[src/rtl/da_alu_consts.vh]
// Constants for the address generator and accumulator datapath
//
// Overview of operation
// - Direct address is page pointer above offset.
// - Immediate and operandless ops skip direct addressing.
// - Three-bit selector picks one of eight registers.
// - Auxiliary unit does unsigned update in execute.
// - Six post-access updates of selected auxiliary register.
// - Bit-reversed modes carry from top bit downward.
// - Optional new selector loads with address update.
// - Short constant in opcode, long in operand word.
// - Fetch, decode and execute stages overlap.
// - Off-chip operand fetch stretches execute by cycles.
// - Add, subtract, load shift data by count.
// - Carry added, inverted carry subtracted as borrow.
// - Low variants treat data word as unsigned.
// - Temporary register count replaces opcode shift count.
// - Long logic ops touch accumulator bits thirty-zero.
// - Rounded load puts 8000 hex in low half.
// - Low load clears high half, no extension.
// - Short immediate ops use eight-bit opcode constant.
// - Long immediate load shifts constant sixteen places.
// - Absolute value, negate and complement of accumulator.
// - High-half add and subtract shift by sixteen.
// - Stores write shifted half, accumulator kept.
`ifndef DA_ALU_CONSTS_VH
`define DA_ALU_CONSTS_VH
// ==========================================
// Register byte offsets
`define DA_R_CMD    8'h00
`define DA_R_OPND   8'h04
`define DA_R_PAGE   8'h08
`define DA_R_SEL    8'h0C
`define DA_R_TREG   8'h10
`define DA_R_CTRL   8'h14
`define DA_R_STAT   8'h18
`define DA_R_ACC    8'h1C
`define DA_R_ADDR   8'h20
`define DA_R_STORE  8'h24
`define DA_R_AUX    3'h2
// ==========================================
// Command word fields
`define DA_F_OP     5:0
`define DA_F_SH     9:6
`define DA_F_IND    10
`define DA_F_MODE   13:11
`define DA_F_LDSEL  14
`define DA_F_NSEL   17:15
`define DA_F_OFS    24:18
`define DA_F_K8     25:18
`define DA_F_OFF    26
// ==========================================
// Operation codes
`define DA_OP_ADD   6'h01
`define DA_OP_ADD_WITH_CARRY  6'h02
`define DA_OP_ADD_HIGH_HALF  6'h03
`define DA_OP_ADD_SHORT_CONST  6'h04
`define DA_OP_ADD_UNSIGNED_LOW  6'h05
`define DA_OP_ADD_TSHIFT  6'h06
`define DA_OP_ADLK  6'h07
`define DA_OP_AND   6'h08
`define DA_OP_AND_LONG_CONST  6'h09
`define DA_OP_INVERT_OP  6'h0A
`define DA_OP_LAC   6'h0B
`define DA_OP_LOAD_SHORT_CONST  6'h0C
`define DA_OP_LOAD_TSHIFT  6'h0D
`define DA_OP_LOAD_LONG_CONST  6'h0E
`define DA_OP_NEG   6'h0F
`define DA_OP_OR    6'h10
`define DA_OP_ORK   6'h11
`define DA_OP_STORE_HIGH_HALF  6'h12
`define DA_OP_STORE_LOW_HALF  6'h13
`define DA_OP_SBLK  6'h14
`define DA_OP_SUB   6'h15
`define DA_OP_SUB_WITH_BORROW  6'h16
`define DA_OP_SUB_HIGH_HALF  6'h17
`define DA_OP_SUB_SHORT_CONST  6'h18
`define DA_OP_SUB_UNSIGNED_LOW  6'h19
`define DA_OP_SUB_TSHIFT  6'h1A
`define DA_OP_XOR   6'h1B
`define DA_OP_XOR_LONG_CONST  6'h1C
`define DA_OP_ZAC   6'h1D
`define DA_OP_ZALH  6'h1E
`define DA_OP_LOAD_HIGH_ROUNDED  6'h1F
`define DA_OP_LOAD_LOW_CLEAR_HIGH  6'h20
`define DA_OP_ABS   6'h21
// ==========================================
// Indirect update modes, constants, bus answers
`define DA_M_NONE   3'h0
`define DA_M_INC    3'h1
`define DA_M_DEC    3'h2
`define DA_M_ADD0   3'h3
`define DA_M_SUB0   3'h4
`define DA_M_BRADD  3'h5
`define DA_M_BRSUB  3'h6
`define DA_ROUND    16'h8000
`define DA_EXT_WAIT 2'h2
`define DA_OKAY     2'h0
`define DA_SLVERR   2'h2
`endif

[src/rtl/da_alu.v]
// Address generator and accumulator datapath with AXI4-Lite registers
`timescale 1ns/1ns
`include "da_alu_consts.vh"
module da_alu (
   input  wire        CLK_SYS_IN,
   input  wire        RST_B_IN,
   input  wire [7:0]  S_AXI_AWADDR_IN,
   input  wire        S_AXI_AWVALID_IN,
   output wire        S_AXI_AWREADY_OUT,
   input  wire [31:0] S_AXI_WDATA_IN,
   input  wire [3:0]  S_AXI_WSTRB_IN,
   input  wire        S_AXI_WVALID_IN,
   output wire        S_AXI_WREADY_OUT,
   output wire [1:0]  S_AXI_BRESP_OUT,
   output wire        S_AXI_BVALID_OUT,
   input  wire        S_AXI_BREADY_IN,
   input  wire [7:0]  S_AXI_ARADDR_IN,
   input  wire        S_AXI_ARVALID_IN,
   output wire        S_AXI_ARREADY_OUT,
   output wire [31:0] S_AXI_RDATA_OUT,
   output wire [1:0]  S_AXI_RRESP_OUT,
   output wire        S_AXI_RVALID_OUT,
   input  wire        S_AXI_RREADY_IN
);
   // ==========================================
   // Functions
   // Mirror a 16-bit word end for end
   function [15:0] rev16;
      input [15:0] v;
      integer i;
      begin
         for (i = 0; i < 16; i = i + 1) begin
            rev16[i] = v[15 - i];
         end
      end
   endfunction

   // Merge write data into an old value under byte strobes
   function [31:0] wmerge;
      input [31:0] old;
      input [31:0] nw;
      input [3:0]  strb;
      integer j;
      begin
         for (j = 0; j < 4; j = j + 1) begin
            wmerge[j*8 +: 8] = strb[j] ? nw[j*8 +: 8] : old[j*8 +: 8];
         end
      end
   endfunction

   // ==========================================
   // Architectural state
   reg [15:0] opnd_reg;        // Data word or long constant for next command
   reg [8:0]  page_reg;        // page_pointer
   reg [2:0]  sel_reg;         // aux_select
   reg [15:0] treg_reg;        // Temporary register, low four bits shift
   reg        sxm_reg;         // Sign extension enable
   reg        carry_reg;       // Carry bit
   reg [31:0] accum_reg;       // accum
   reg [15:0] addr_reg;        // Last data address formed
   reg [15:0] store_reg;       // Last value stored to data memory
   reg [15:0] aux_reg [0:7];   // Auxiliary registers, entry 0 is index_reg_zero

   // ==========================================
   // Pipeline stages
   reg        f_v_reg;         // Fetch stage holds a command
   reg [31:0] f_cmd_reg;
   reg [15:0] f_opd_reg;
   reg        d_v_reg;         // Decode stage holds a command
   reg [31:0] d_cmd_reg;
   reg [15:0] d_opd_reg;
   reg        d_mem_reg;       // Decoded: takes a data memory operand
   reg        e_v_reg;         // Execute stage holds a command
   reg [31:0] e_cmd_reg;
   reg [15:0] e_opd_reg;
   reg        e_mem_reg;
   reg [1:0]  st_cnt_reg;      // Remaining stretch cycles in execute

   // ==========================================
   // Bus slave state
   reg        awready_reg;
   reg        wready_reg;
   reg        aw_full_reg;     // Write address held
   reg        w_full_reg;      // Write data held
   reg [7:0]  awaddr_reg;
   reg [31:0] wdata_reg;
   reg [3:0]  wstrb_reg;
   reg        bvalid_reg;
   reg [1:0]  bresp_reg;
   reg        arready_reg;
   reg        rvalid_reg;
   reg [31:0] rdata_reg;
   reg [1:0]  rresp_reg;

   // ==========================================
   // Pipeline control
   // The whole pipe moves as one; it halts only while execute is stretched
   wire e_fire = e_v_reg && (st_cnt_reg == 2'h0);
   wire adv    = !e_v_reg || (st_cnt_reg == 2'h0);
   wire f_can  = !f_v_reg || adv;                     // Fetch slot free

   // Bus write is ready to land; a command waits for a free fetch slot
   wire wr_hit  = aw_full_reg && w_full_reg && !bvalid_reg;
   wire wr_cmd  = wr_hit && (awaddr_reg == `DA_R_CMD);
   wire wr_go   = wr_hit && (!wr_cmd || f_can);
   wire [31:0] wr_word = wmerge(32'h0, wdata_reg, wstrb_reg);

   // Decode class: immediate and operandless ops form no data address
   reg dec_mem;
   always @* begin
      case (f_cmd_reg[`DA_F_OP])
         `DA_OP_ADD_SHORT_CONST, `DA_OP_SUB_SHORT_CONST, `DA_OP_LOAD_SHORT_CONST,
         `DA_OP_ADLK, `DA_OP_SBLK, `DA_OP_LOAD_LONG_CONST,
         `DA_OP_AND_LONG_CONST, `DA_OP_ORK,  `DA_OP_XOR_LONG_CONST,
         `DA_OP_INVERT_OP, `DA_OP_NEG,  `DA_OP_ABS,
         `DA_OP_ZAC: begin
            dec_mem = 1'b0;
         end
         default: begin
            dec_mem = (f_cmd_reg[`DA_F_OP] != 6'h00);
         end
      endcase
   end

   // ==========================================
   // Execute: address generation
   wire [5:0]  e_op   = e_cmd_reg[`DA_F_OP];
   wire [2:0]  e_mode = e_cmd_reg[`DA_F_MODE];
   wire [15:0] cur_aux = aux_reg[sel_reg];
   wire [15:0] idx0    = aux_reg[0];
   wire [15:0] dir_addr = {page_reg, e_cmd_reg[`DA_F_OFS]};
   wire [15:0] eff_addr = e_cmd_reg[`DA_F_IND] ? cur_aux : dir_addr;

   // Post-access update of the selected auxiliary register
   reg [15:0] aux_next;
   always @* begin
      case (e_mode)
         `DA_M_INC:   aux_next = cur_aux + 16'h0001;
         `DA_M_DEC:   aux_next = cur_aux - 16'h0001;
         `DA_M_ADD0:  aux_next = cur_aux + idx0;
         `DA_M_SUB0:  aux_next = cur_aux - idx0;
         // Reversing both sides makes carries run from bit 15 downward
         `DA_M_BRADD: aux_next = rev16(rev16(cur_aux) + rev16(idx0));
         `DA_M_BRSUB: aux_next = rev16(rev16(cur_aux) - rev16(idx0));
         default:     aux_next = cur_aux;
      endcase
   end

   // ==========================================
   // Execute: operand shaping
   wire [15:0] dma   = e_opd_reg;
   wire [31:0] dext  = sxm_reg ? {{16{dma[15]}}, dma} : {16'h0000, dma};
   wire [31:0] dzero = {16'h0000, dma};
   wire        tvar  = (e_op == `DA_OP_ADD_TSHIFT) || (e_op == `DA_OP_SUB_TSHIFT) ||
                       (e_op == `DA_OP_LOAD_TSHIFT);
   wire [3:0]  shcnt = tvar ? treg_reg[3:0] : e_cmd_reg[`DA_F_SH];
   wire [31:0] dsh   = dext << shcnt;
   wire [31:0] ksh   = dext << e_cmd_reg[`DA_F_SH];
   wire [31:0] k8    = {24'h000000, e_cmd_reg[`DA_F_K8]};
   wire [31:0] acsh  = accum_reg << e_cmd_reg[`DA_F_SH];
   wire [31:0] neg_acc = (~accum_reg) + 32'h00000001;

   // ==========================================
   // Execute: accumulator arithmetic and logic
   reg        arith;     // Result comes from the adder
   reg        do_sub;    // Adder subtracts b
   reg [31:0] b;         // Adder operand
   reg        cin;       // Adder carry in
   reg [32:0] sum;       // Adder with carry out
   reg [31:0] res;       // New accumulator
   reg        wr_acc;    // Accumulator written
   reg        wr_st;     // Store result written
   reg [15:0] st_val;    // Value for data memory
   always @* begin
      arith  = 1'b0;
      do_sub = 1'b0;
      b      = 32'h00000000;
      cin    = 1'b0;
      res    = accum_reg;
      wr_acc = 1'b1;
      wr_st  = 1'b0;
      st_val = 16'h0000;
      case (e_op)
         `DA_OP_ADD, `DA_OP_ADD_TSHIFT: begin
            arith = 1'b1; b = dsh;
         end
         `DA_OP_SUB, `DA_OP_SUB_TSHIFT: begin
            arith = 1'b1; do_sub = 1'b1; b = dsh; cin = 1'b1;
         end
         `DA_OP_ADD_WITH_CARRY: begin
            arith = 1'b1; b = dext; cin = carry_reg;
         end
         `DA_OP_SUB_WITH_BORROW: begin
            arith = 1'b1; do_sub = 1'b1; b = dext; cin = carry_reg;
         end
         `DA_OP_ADD_UNSIGNED_LOW: begin
            arith = 1'b1; b = dzero;
         end
         `DA_OP_SUB_UNSIGNED_LOW: begin
            arith = 1'b1; do_sub = 1'b1; b = dzero; cin = 1'b1;
         end
         `DA_OP_ADD_HIGH_HALF: begin
            arith = 1'b1; b = {dma, 16'h0000};
         end
         `DA_OP_SUB_HIGH_HALF: begin
            arith = 1'b1; do_sub = 1'b1; b = {dma, 16'h0000}; cin = 1'b1;
         end
         `DA_OP_ADD_SHORT_CONST: begin
            arith = 1'b1; b = k8;
         end
         `DA_OP_SUB_SHORT_CONST: begin
            arith = 1'b1; do_sub = 1'b1; b = k8; cin = 1'b1;
         end
         `DA_OP_ADLK: begin
            arith = 1'b1; b = ksh;
         end
         `DA_OP_SBLK: begin
            arith = 1'b1; do_sub = 1'b1; b = ksh; cin = 1'b1;
         end
         `DA_OP_LAC, `DA_OP_LOAD_TSHIFT: res = dsh;
         `DA_OP_LOAD_SHORT_CONST: res = k8;
         `DA_OP_LOAD_LONG_CONST: res = {dma, 16'h0000};
         `DA_OP_AND:  res = {16'h0000, accum_reg[15:0] & dma};
         `DA_OP_OR:   res = {accum_reg[31:16], accum_reg[15:0] | dma};
         `DA_OP_XOR:  res = {accum_reg[31:16], accum_reg[15:0] ^ dma};
         // Bit 31 is kept as it was
         `DA_OP_AND_LONG_CONST: res = {accum_reg[31], accum_reg[30:0] & ksh[30:0]};
         `DA_OP_ORK:  res = {accum_reg[31], accum_reg[30:0] | ksh[30:0]};
         `DA_OP_XOR_LONG_CONST: res = {accum_reg[31], accum_reg[30:0] ^ ksh[30:0]};
         `DA_OP_INVERT_OP: res = ~accum_reg;
         `DA_OP_NEG:  res = neg_acc;
         `DA_OP_ABS:  res = accum_reg[31] ? neg_acc : accum_reg;
         `DA_OP_ZAC:  res = 32'h00000000;
         `DA_OP_ZALH: res = {dma, 16'h0000};
         `DA_OP_LOAD_HIGH_ROUNDED: res = {dma, `DA_ROUND};
         `DA_OP_LOAD_LOW_CLEAR_HIGH: res = {16'h0000, dma};
         `DA_OP_STORE_HIGH_HALF: begin
            wr_acc = 1'b0; wr_st = 1'b1; st_val = acsh[31:16];
         end
         `DA_OP_STORE_LOW_HALF: begin
            wr_acc = 1'b0; wr_st = 1'b1; st_val = acsh[15:0];
         end
         default: wr_acc = 1'b0;
      endcase
      // Subtract is add of the inverse; carry out is then not-borrow
      sum = {1'b0, accum_reg} + {1'b0, (do_sub ? ~b : b)} + {32'h00000000, cin};
      if (arith) begin
         res = sum[31:0];
      end
   end

   // ==========================================
   // Read data multiplexer
   reg [31:0] rd_word;
   reg        rd_bad;
   always @* begin
      rd_word = 32'h00000000;
      rd_bad  = 1'b0;
      if (S_AXI_ARADDR_IN[7:5] == `DA_R_AUX) begin
         rd_word = {16'h0000, aux_reg[S_AXI_ARADDR_IN[4:2]]};
      end else begin
         case (S_AXI_ARADDR_IN)
            `DA_R_CMD:   rd_word = f_cmd_reg;
            `DA_R_OPND:  rd_word = {16'h0000, opnd_reg};
            `DA_R_PAGE:  rd_word = {23'h000000, page_reg};
            `DA_R_SEL:   rd_word = {29'h00000000, sel_reg};
            `DA_R_TREG:  rd_word = {16'h0000, treg_reg};
            `DA_R_CTRL:  rd_word = {31'h00000000, sxm_reg};
            `DA_R_STAT:  rd_word = {29'h00000000, (st_cnt_reg != 2'h0),
                                    (f_v_reg | d_v_reg | e_v_reg), carry_reg};
            `DA_R_ACC:   rd_word = accum_reg;
            `DA_R_ADDR:  rd_word = {16'h0000, addr_reg};
            `DA_R_STORE: rd_word = {16'h0000, store_reg};
            default:     rd_bad  = 1'b1;
         endcase
      end
   end

   // Address decode for the write side
   wire wr_aux = (awaddr_reg[7:5] == `DA_R_AUX);
   reg  wr_bad;
   always @* begin
      case (awaddr_reg)
         `DA_R_CMD, `DA_R_OPND, `DA_R_PAGE, `DA_R_SEL, `DA_R_TREG,
         `DA_R_CTRL, `DA_R_STAT, `DA_R_ACC: wr_bad = 1'b0;
         default: wr_bad = !wr_aux;
      endcase
   end

   // ==========================================
   // AXI4-Lite handshakes
   // Address and data are caught apart; a command write waits for the pipe
   always @(posedge CLK_SYS_IN) begin
      if (!RST_B_IN) begin
         awready_reg <= 1'b1;
         wready_reg  <= 1'b1;
         aw_full_reg <= 1'b0;
         w_full_reg  <= 1'b0;
         awaddr_reg  <= 8'h00;
         wdata_reg   <= 32'h00000000;
         wstrb_reg   <= 4'h0;
         bvalid_reg  <= 1'b0;
         bresp_reg   <= `DA_OKAY;
         arready_reg <= 1'b1;
         rvalid_reg  <= 1'b0;
         rdata_reg   <= 32'h00000000;
         rresp_reg   <= `DA_OKAY;
      end else begin
         // Write address channel
         if (S_AXI_AWVALID_IN && awready_reg) begin
            awaddr_reg  <= S_AXI_AWADDR_IN;
            aw_full_reg <= 1'b1;
            awready_reg <= 1'b0;
         end
         // Write data channel
         if (S_AXI_WVALID_IN && wready_reg) begin
            wdata_reg  <= S_AXI_WDATA_IN;
            wstrb_reg  <= S_AXI_WSTRB_IN;
            w_full_reg <= 1'b1;
            wready_reg <= 1'b0;
         end
         // Response once both halves have landed
         if (wr_go) begin
            aw_full_reg <= 1'b0;
            w_full_reg  <= 1'b0;
            bvalid_reg  <= 1'b1;
            bresp_reg   <= wr_bad ? `DA_SLVERR : `DA_OKAY;
         end
         // Channels reopen only after the response is taken
         if (bvalid_reg && S_AXI_BREADY_IN) begin
            bvalid_reg  <= 1'b0;
            awready_reg <= 1'b1;
            wready_reg  <= 1'b1;
         end
         // Read: one outstanding, answered the next cycle
         if (S_AXI_ARVALID_IN && arready_reg) begin
            arready_reg <= 1'b0;
            rvalid_reg  <= 1'b1;
            rdata_reg   <= rd_word;
            rresp_reg   <= rd_bad ? `DA_SLVERR : `DA_OKAY;
         end
         if (rvalid_reg && S_AXI_RREADY_IN) begin
            rvalid_reg  <= 1'b0;
            arready_reg <= 1'b1;
         end
      end
   end

   // ==========================================
   // Pipeline stage registers
   always @(posedge CLK_SYS_IN) begin
      if (!RST_B_IN) begin
         f_v_reg    <= 1'b0;
         f_cmd_reg  <= 32'h00000000;
         f_opd_reg  <= 16'h0000;
         d_v_reg    <= 1'b0;
         d_cmd_reg  <= 32'h00000000;
         d_opd_reg  <= 16'h0000;
         d_mem_reg  <= 1'b0;
         e_v_reg    <= 1'b0;
         e_cmd_reg  <= 32'h00000000;
         e_opd_reg  <= 16'h0000;
         e_mem_reg  <= 1'b0;
         st_cnt_reg <= 2'h0;
      end else begin
         if (adv) begin
            // Execute takes decode, decode takes fetch
            e_v_reg   <= d_v_reg;
            e_cmd_reg <= d_cmd_reg;
            e_opd_reg <= d_opd_reg;
            e_mem_reg <= d_mem_reg;
            d_v_reg   <= f_v_reg;
            d_cmd_reg <= f_cmd_reg;
            d_opd_reg <= f_opd_reg;
            d_mem_reg <= dec_mem;
            f_v_reg   <= 1'b0;
            // Off-chip operand shares the data lines with program fetch
            st_cnt_reg <= (d_v_reg && d_mem_reg && d_cmd_reg[`DA_F_OFF]) ?
                          `DA_EXT_WAIT : 2'h0;
         end else begin
            st_cnt_reg <= st_cnt_reg - 2'h1;
         end
         // New command latches the operand word alongside it
         if (wr_go && wr_cmd) begin
            f_v_reg   <= 1'b1;
            f_cmd_reg <= wr_word;
            f_opd_reg <= opnd_reg;
         end
      end
   end

   // ==========================================
   // Architectural registers: execute wins over a bus write
   integer k;
   always @(posedge CLK_SYS_IN) begin
      if (!RST_B_IN) begin
         opnd_reg  <= 16'h0000;
         page_reg  <= 9'h000;
         sel_reg   <= 3'h0;
         treg_reg  <= 16'h0000;
         sxm_reg   <= 1'b1;
         carry_reg <= 1'b0;
         accum_reg <= 32'h00000000;
         addr_reg  <= 16'h0000;
         store_reg <= 16'h0000;
         for (k = 0; k < 8; k = k + 1) begin
            aux_reg[k] <= 16'h0000;
         end
      end else begin
         // Software writes
         if (wr_go && !wr_bad) begin
            if (wr_aux) begin
               aux_reg[awaddr_reg[4:2]] <= wr_word[15:0];
            end
            case (awaddr_reg)
               `DA_R_OPND: opnd_reg  <= wr_word[15:0];
               `DA_R_PAGE: page_reg  <= wr_word[8:0];
               `DA_R_SEL:  sel_reg   <= wr_word[2:0];
               `DA_R_TREG: treg_reg  <= wr_word[15:0];
               `DA_R_CTRL: sxm_reg   <= wr_word[0];
               `DA_R_STAT: carry_reg <= wr_word[0];
               `DA_R_ACC:  accum_reg <= wr_word;
               default: begin
               end
            endcase
         end
         // Execute results
         if (e_fire) begin
            if (e_mem_reg) begin
               addr_reg <= eff_addr;
               if (e_cmd_reg[`DA_F_IND]) begin
                  aux_reg[sel_reg] <= aux_next;
                  if (e_cmd_reg[`DA_F_LDSEL]) begin
                     sel_reg <= e_cmd_reg[`DA_F_NSEL];
                  end
               end
            end
            if (wr_acc) begin
               accum_reg <= res;
            end
            if (arith) begin
               carry_reg <= sum[32];
            end
            if (wr_st) begin
               store_reg <= st_val;
            end
         end
      end
   end

   // ==========================================
   // Outputs, all from flip-flops
   assign S_AXI_AWREADY_OUT = awready_reg;
   assign S_AXI_WREADY_OUT  = wready_reg;
   assign S_AXI_BRESP_OUT   = bresp_reg;
   assign S_AXI_BVALID_OUT  = bvalid_reg;
   assign S_AXI_ARREADY_OUT = arready_reg;
   assign S_AXI_RDATA_OUT   = rdata_reg;
   assign S_AXI_RRESP_OUT   = rresp_reg;
   assign S_AXI_RVALID_OUT  = rvalid_reg;
endmodule

[config.mk]
export PLATFORM = sky130hd
export DESIGN_NAME = da_alu
export DESIGN_NICKNAME = d
export VERILOG_FILES = /design/src/rtl/da_alu.v
export VERILOG_INCLUDE_DIRS = /design/src /design/src/rtl
export SDC_FILE = /design/constraint.sdc
export NUM_CORES = 2
export LEC_CHECK = 0
export ABC_AREA = 0
export BUFFER_PORTS_ARGS = -buffer_cell sky130_fd_sc_hd__buf_2
export CORE_MARGIN = 2
export CORE_UTILIZATION = 45
export CTS_CLUSTER_DIAMETER = 60
export DETAILED_ROUTE_END_ITERATION = 8
export PLACE_DENSITY = 0.66
export SYNTH_ARGS = -nofsm -noshare
export SYNTH_HDL_FRONTEND = slang
export SYNTH_SLANG_ARGS = --single-unit
export TNS_END_PERCENT = 10
[constraint.sdc]
create_clock -name CLK_SYS_IN -period 7.1 [get_ports CLK_SYS_IN]
set_clock_uncertainty 0.15 [all_clocks]
set_input_delay 0 -clock CLK_SYS_IN [delete_from_list [all_inputs] [get_ports CLK_SYS_IN]]
set_output_delay 0 -clock CLK_SYS_IN [all_outputs]
set_load 0.01 [all_outputs]
==> flow_summary.ini <==
[outcome]
status = completed

[logic_synthesis]
synthCells = 4275
ys_warn_count = 0
syn_area_sq_um = 33690
synth_edf_count = 128
ys_types = 85
syn_area_per_cell_sq_um = 7.880
async_reset_ff_share_pct = 0
yosys.area_share.adder_pct = 6.760
synth_seq_area_share_pct = 31.32
synthSimpleGateAreaFrac_pct = 19.27
ys_seq_elements = 463
synth_mux_area_share_pct = 9.263
synth_xor_area_share_pct = 2.860
synth-main-ff-cell = dfxtp_1
synth_compound_area_share_pct = 24.95
synth_top_family_by_area = compound AO/OA/AOI/OAI gates

[worst_setup_path]
critPathBufInv = 3
critPathMaxFanout = 14
critPathMaxStageDelay_ns = 0.47
crit_chain = nand2b_1, a211oi_4, buf_4, buf_4, or3_1, nand2_1, buf_4, mux2_2, mux2i_1, a21oi_1, o21ai_0, xor2_1, ha_1, a21oi_1, o21ai_0, a221oi_1, a21boi_0, o311ai_0, nand3_1, o41ai_1, nor4bb_1, a41oi_1, a21oi_1
worstSetupPathType = flip-flop to flip-flop
cp.arrival_ns = 6.96
path_delay_family = compound AO/OA/AOI/OAI gates
worstSetupStartpointType = flip-flop
cp-end-kind = flip-flop
worstPathRequired_ns = 7.46
slowest_stage = o41ai_1

[global_route]
grt_usage_pct = 36.95
met3_usage_pct = 12.90
grt_busiest_layer = met2
antenna_found_initial = 3
grt_pass1_wl_mm = 216.0
use_met1_pct = 51.01
grt_util_met2_pct = 52.04
grt_overflow = 0
grt_pass1_vias = 32710
grt_max_degree = 155

[hold_path]
hp-class = primary input to flip-flop

[drt]
drc = 0
vias = 35770
drt_iter0_drc = 5548
wl_mm = 148.0
drtPass1Iterations = 8
drtAntennaViolNets = 0
viasPerCell = 6.733
avgRoutedWirePerCell_microns = 27.85

[power]
max-vdd-ir-drop_uv = 203.5
power_density_nw_per_um2 = 159.3
leakage_nw = 14.13
finalPower_mw = 6.020

[final_layout]
diodes = 0
final_area_sq_um = 37800
post-route-util_pct = 50.86
drive_above_1_share_pct = 10.50
nets = 4539
largest_reg_flops = 128
synthToLayoutAreaGrowth_pct = 12.22

[sta]
slew_violations = 0
max_slew_margin_pct = 12.74
fin_crit_ns = 6.601
hold_violations = 0
fin_crit_sh_pct = 92.98
fin_tns_setup_ns = 0
rsz0062_at_grt = no
setup_viol = 0
worst_slew_pin_slew_ns = 1.305
timing.fmax_mhz = 151.5

[clock_network]
clk_pin_slew_ns = 0.07
cts_buffers = 51
clk_latency_ns = 0.64
cts_num_sinks = 463
cts_tree = done
ctsRootBufferMaster = clkbuf_16
cts.path.max_buffers = 3
htree_num_levels = 2
postCtsResizedCells = 0

[placement]
postPlaceCellArea_sq_um = 35120
gp_congestion = 1.070
port_buffers = 97
hpwl_mm = 104.2

[job]
cap_violations = 0

[die]
die_w_microns = 277.6
dieArea_sq_um = 77060
die_height_microns = 277.6
core_area_sq_um = 74320
fp-row-count = 100
initial_core_util_pct = 45.32
num_io_pins = 100
worst reg2reg max path, delay by kind of cell, from the launching register on:
family | cells | cell delay, ns
compound gates | 11 | 2.47
xor+xnor | 1 | 0.21
fa+ha+maj | 1 | 0.33
buf+inv | 3 | 0.58
flops | 1 | 0.43
mux | 2 | 0.68
simple gates | 5 | 1.60
kinds of logic after synthesis:
group | count (synthesis)
adders and majority gates | 179
AOI/OAI and AO/OA | 1315
other | 1
DFF | 463
muxes | 222
buffers and inverters | 493
and+or+nand+nor | 1492
xor gates and xnor gates | 110
worst paths after layout:
kind | from | endpoint | slack (ns) | cells past startpoint
setup / recovery | e_cmd_reg[1]$_SDFFE_PN0N_ | accum_reg[31]$_SDFFE_PN0P_ | 0.50 | 23
hold / removal | S_AXI_WDATA_IN[4] | wdata_reg[4]$_SDFFE_PN0P_ | 0.03 | 4
setup reg to reg | e_cmd_reg[1]$_SDFFE_PN0N_ | accum_reg[31]$_SDFFE_PN0P_ | 0.50 | 23
hold reg to reg | st_cnt_reg[0]$_SDFF_PP0_ | st_cnt_reg[0]$_SDFF_PP0_ | 0.28 | 1
metal layers:
layer	up-vias	part of all wire, %
met5	-	0.0088
met3	387	16
li1	15700	-
met4	2	4.8
met2	2592	40
met1	17090	40
cell usage in the layout (no fill, tap or decap), types with 13 or more instances in the layout:
master,n
a211oi_1,46
a21o_1,33
a21oi_1,443
a221o_1,13
a221oi_1,75
a222oi_1,41
a22oi_1,58
a31oi_1,40
and2_1,34
and3_1,19
buf_2,97
buf_4,128
clkbuf_16,52
dfxtp_1,330
dlygate4sd3_1,96
edfxtp_1,128
ha_1,174
inv_1,140
mux2_2,31
mux2i_1,121
mux4_2,68
nand2_1,648
nand2b_1,39
nand3_1,157
nand4_1,20
nor2_1,381
nor2b_1,16
nor3_1,87
nor4_1,13
o2111ai_1,17
o211ai_1,26
o21a_1,17
o21ai_0,268
o221ai_1,33
o22ai_1,53
o31ai_1,33
or3_1,33
xnor2_1,75
xor2_1,35
layout make-up:
cell class	instances	area, sq um
sequential	463	10560
multi-input combinational	3320	21360
inverter	143	544.3
clock inverter	32	291.5
fill	7079	36520
timing repair buffer	322	2427
clock buffer	64	1406
tap	969	1212
cell usage after synthesis, types with 13 or more instances:
cell type,count,area (sq um)
o22ai_1,53,331.6
a221o_1,13,130.1
a22oi_1,58,435.4
nand4_1,20,125.1
o221ai_1,33,289.0
mux2_2,31,349.1
mux2i_1,121,1211
a31oi_1,40,250.2
clkbuf_1,309,1160
ha_1,174,2177
nand2_1,649,2436
nand3_1,158,790.8
a222oi_1,41,410.4
or3_1,33,206.5
o21a_1,17,127.6
a21o_1,33,247.7
o2111ai_1,17,148.9
o21ai_0,268,1341
xor2_1,35,306.5
buf_1,29,108.9
nor3_1,93,465.5
nor2_1,384,1441
nor2b_1,18,112.6
and3_1,19,118.9
nand2b_1,39,244.0
dfxtp_1,335,6706
a211oi_1,46,345.3
inv_1,140,525.5
edfxtp_1,128,3844
o211ai_1,26,195.2
nor4_1,16,100.1
mux4_2,68,1531
and2_1,34,212.7
a21oi_1,444,2222
xnor2_1,75,656.9
o31ai_1,33,247.7
a221oi_1,75,656.9
repair_timing:
item	CTS	global route
hold buffers	96	0
endpoints found under the hold margin	79	0
setup endpoints to repair	0	4
setup buffers	0	3
through the flow:
step / setup WS, ns / hold slack (ns) / cells
6_report: 0.4987 / 0.02521 / 5313
4_1_cts: 0.5236 / 0.001008 / 5310
2_1_floorplan: 1.654 / -0.04965 / 4276
3_3_place_gp: 0.5459 / 0.05938 / 5118
5_1_grt: 0.1481 / 0.03986 / 5313
3_5_place_dp: 0.5614 / 0.07892 / 5118
where the power goes:
part / internal [mW] / switching (mW)
combinational: 0.183 / 0.296
sequential: 2.77 / 0.0543
clock: 1.50 / 1.22
(Power assumes the default switching activity.)
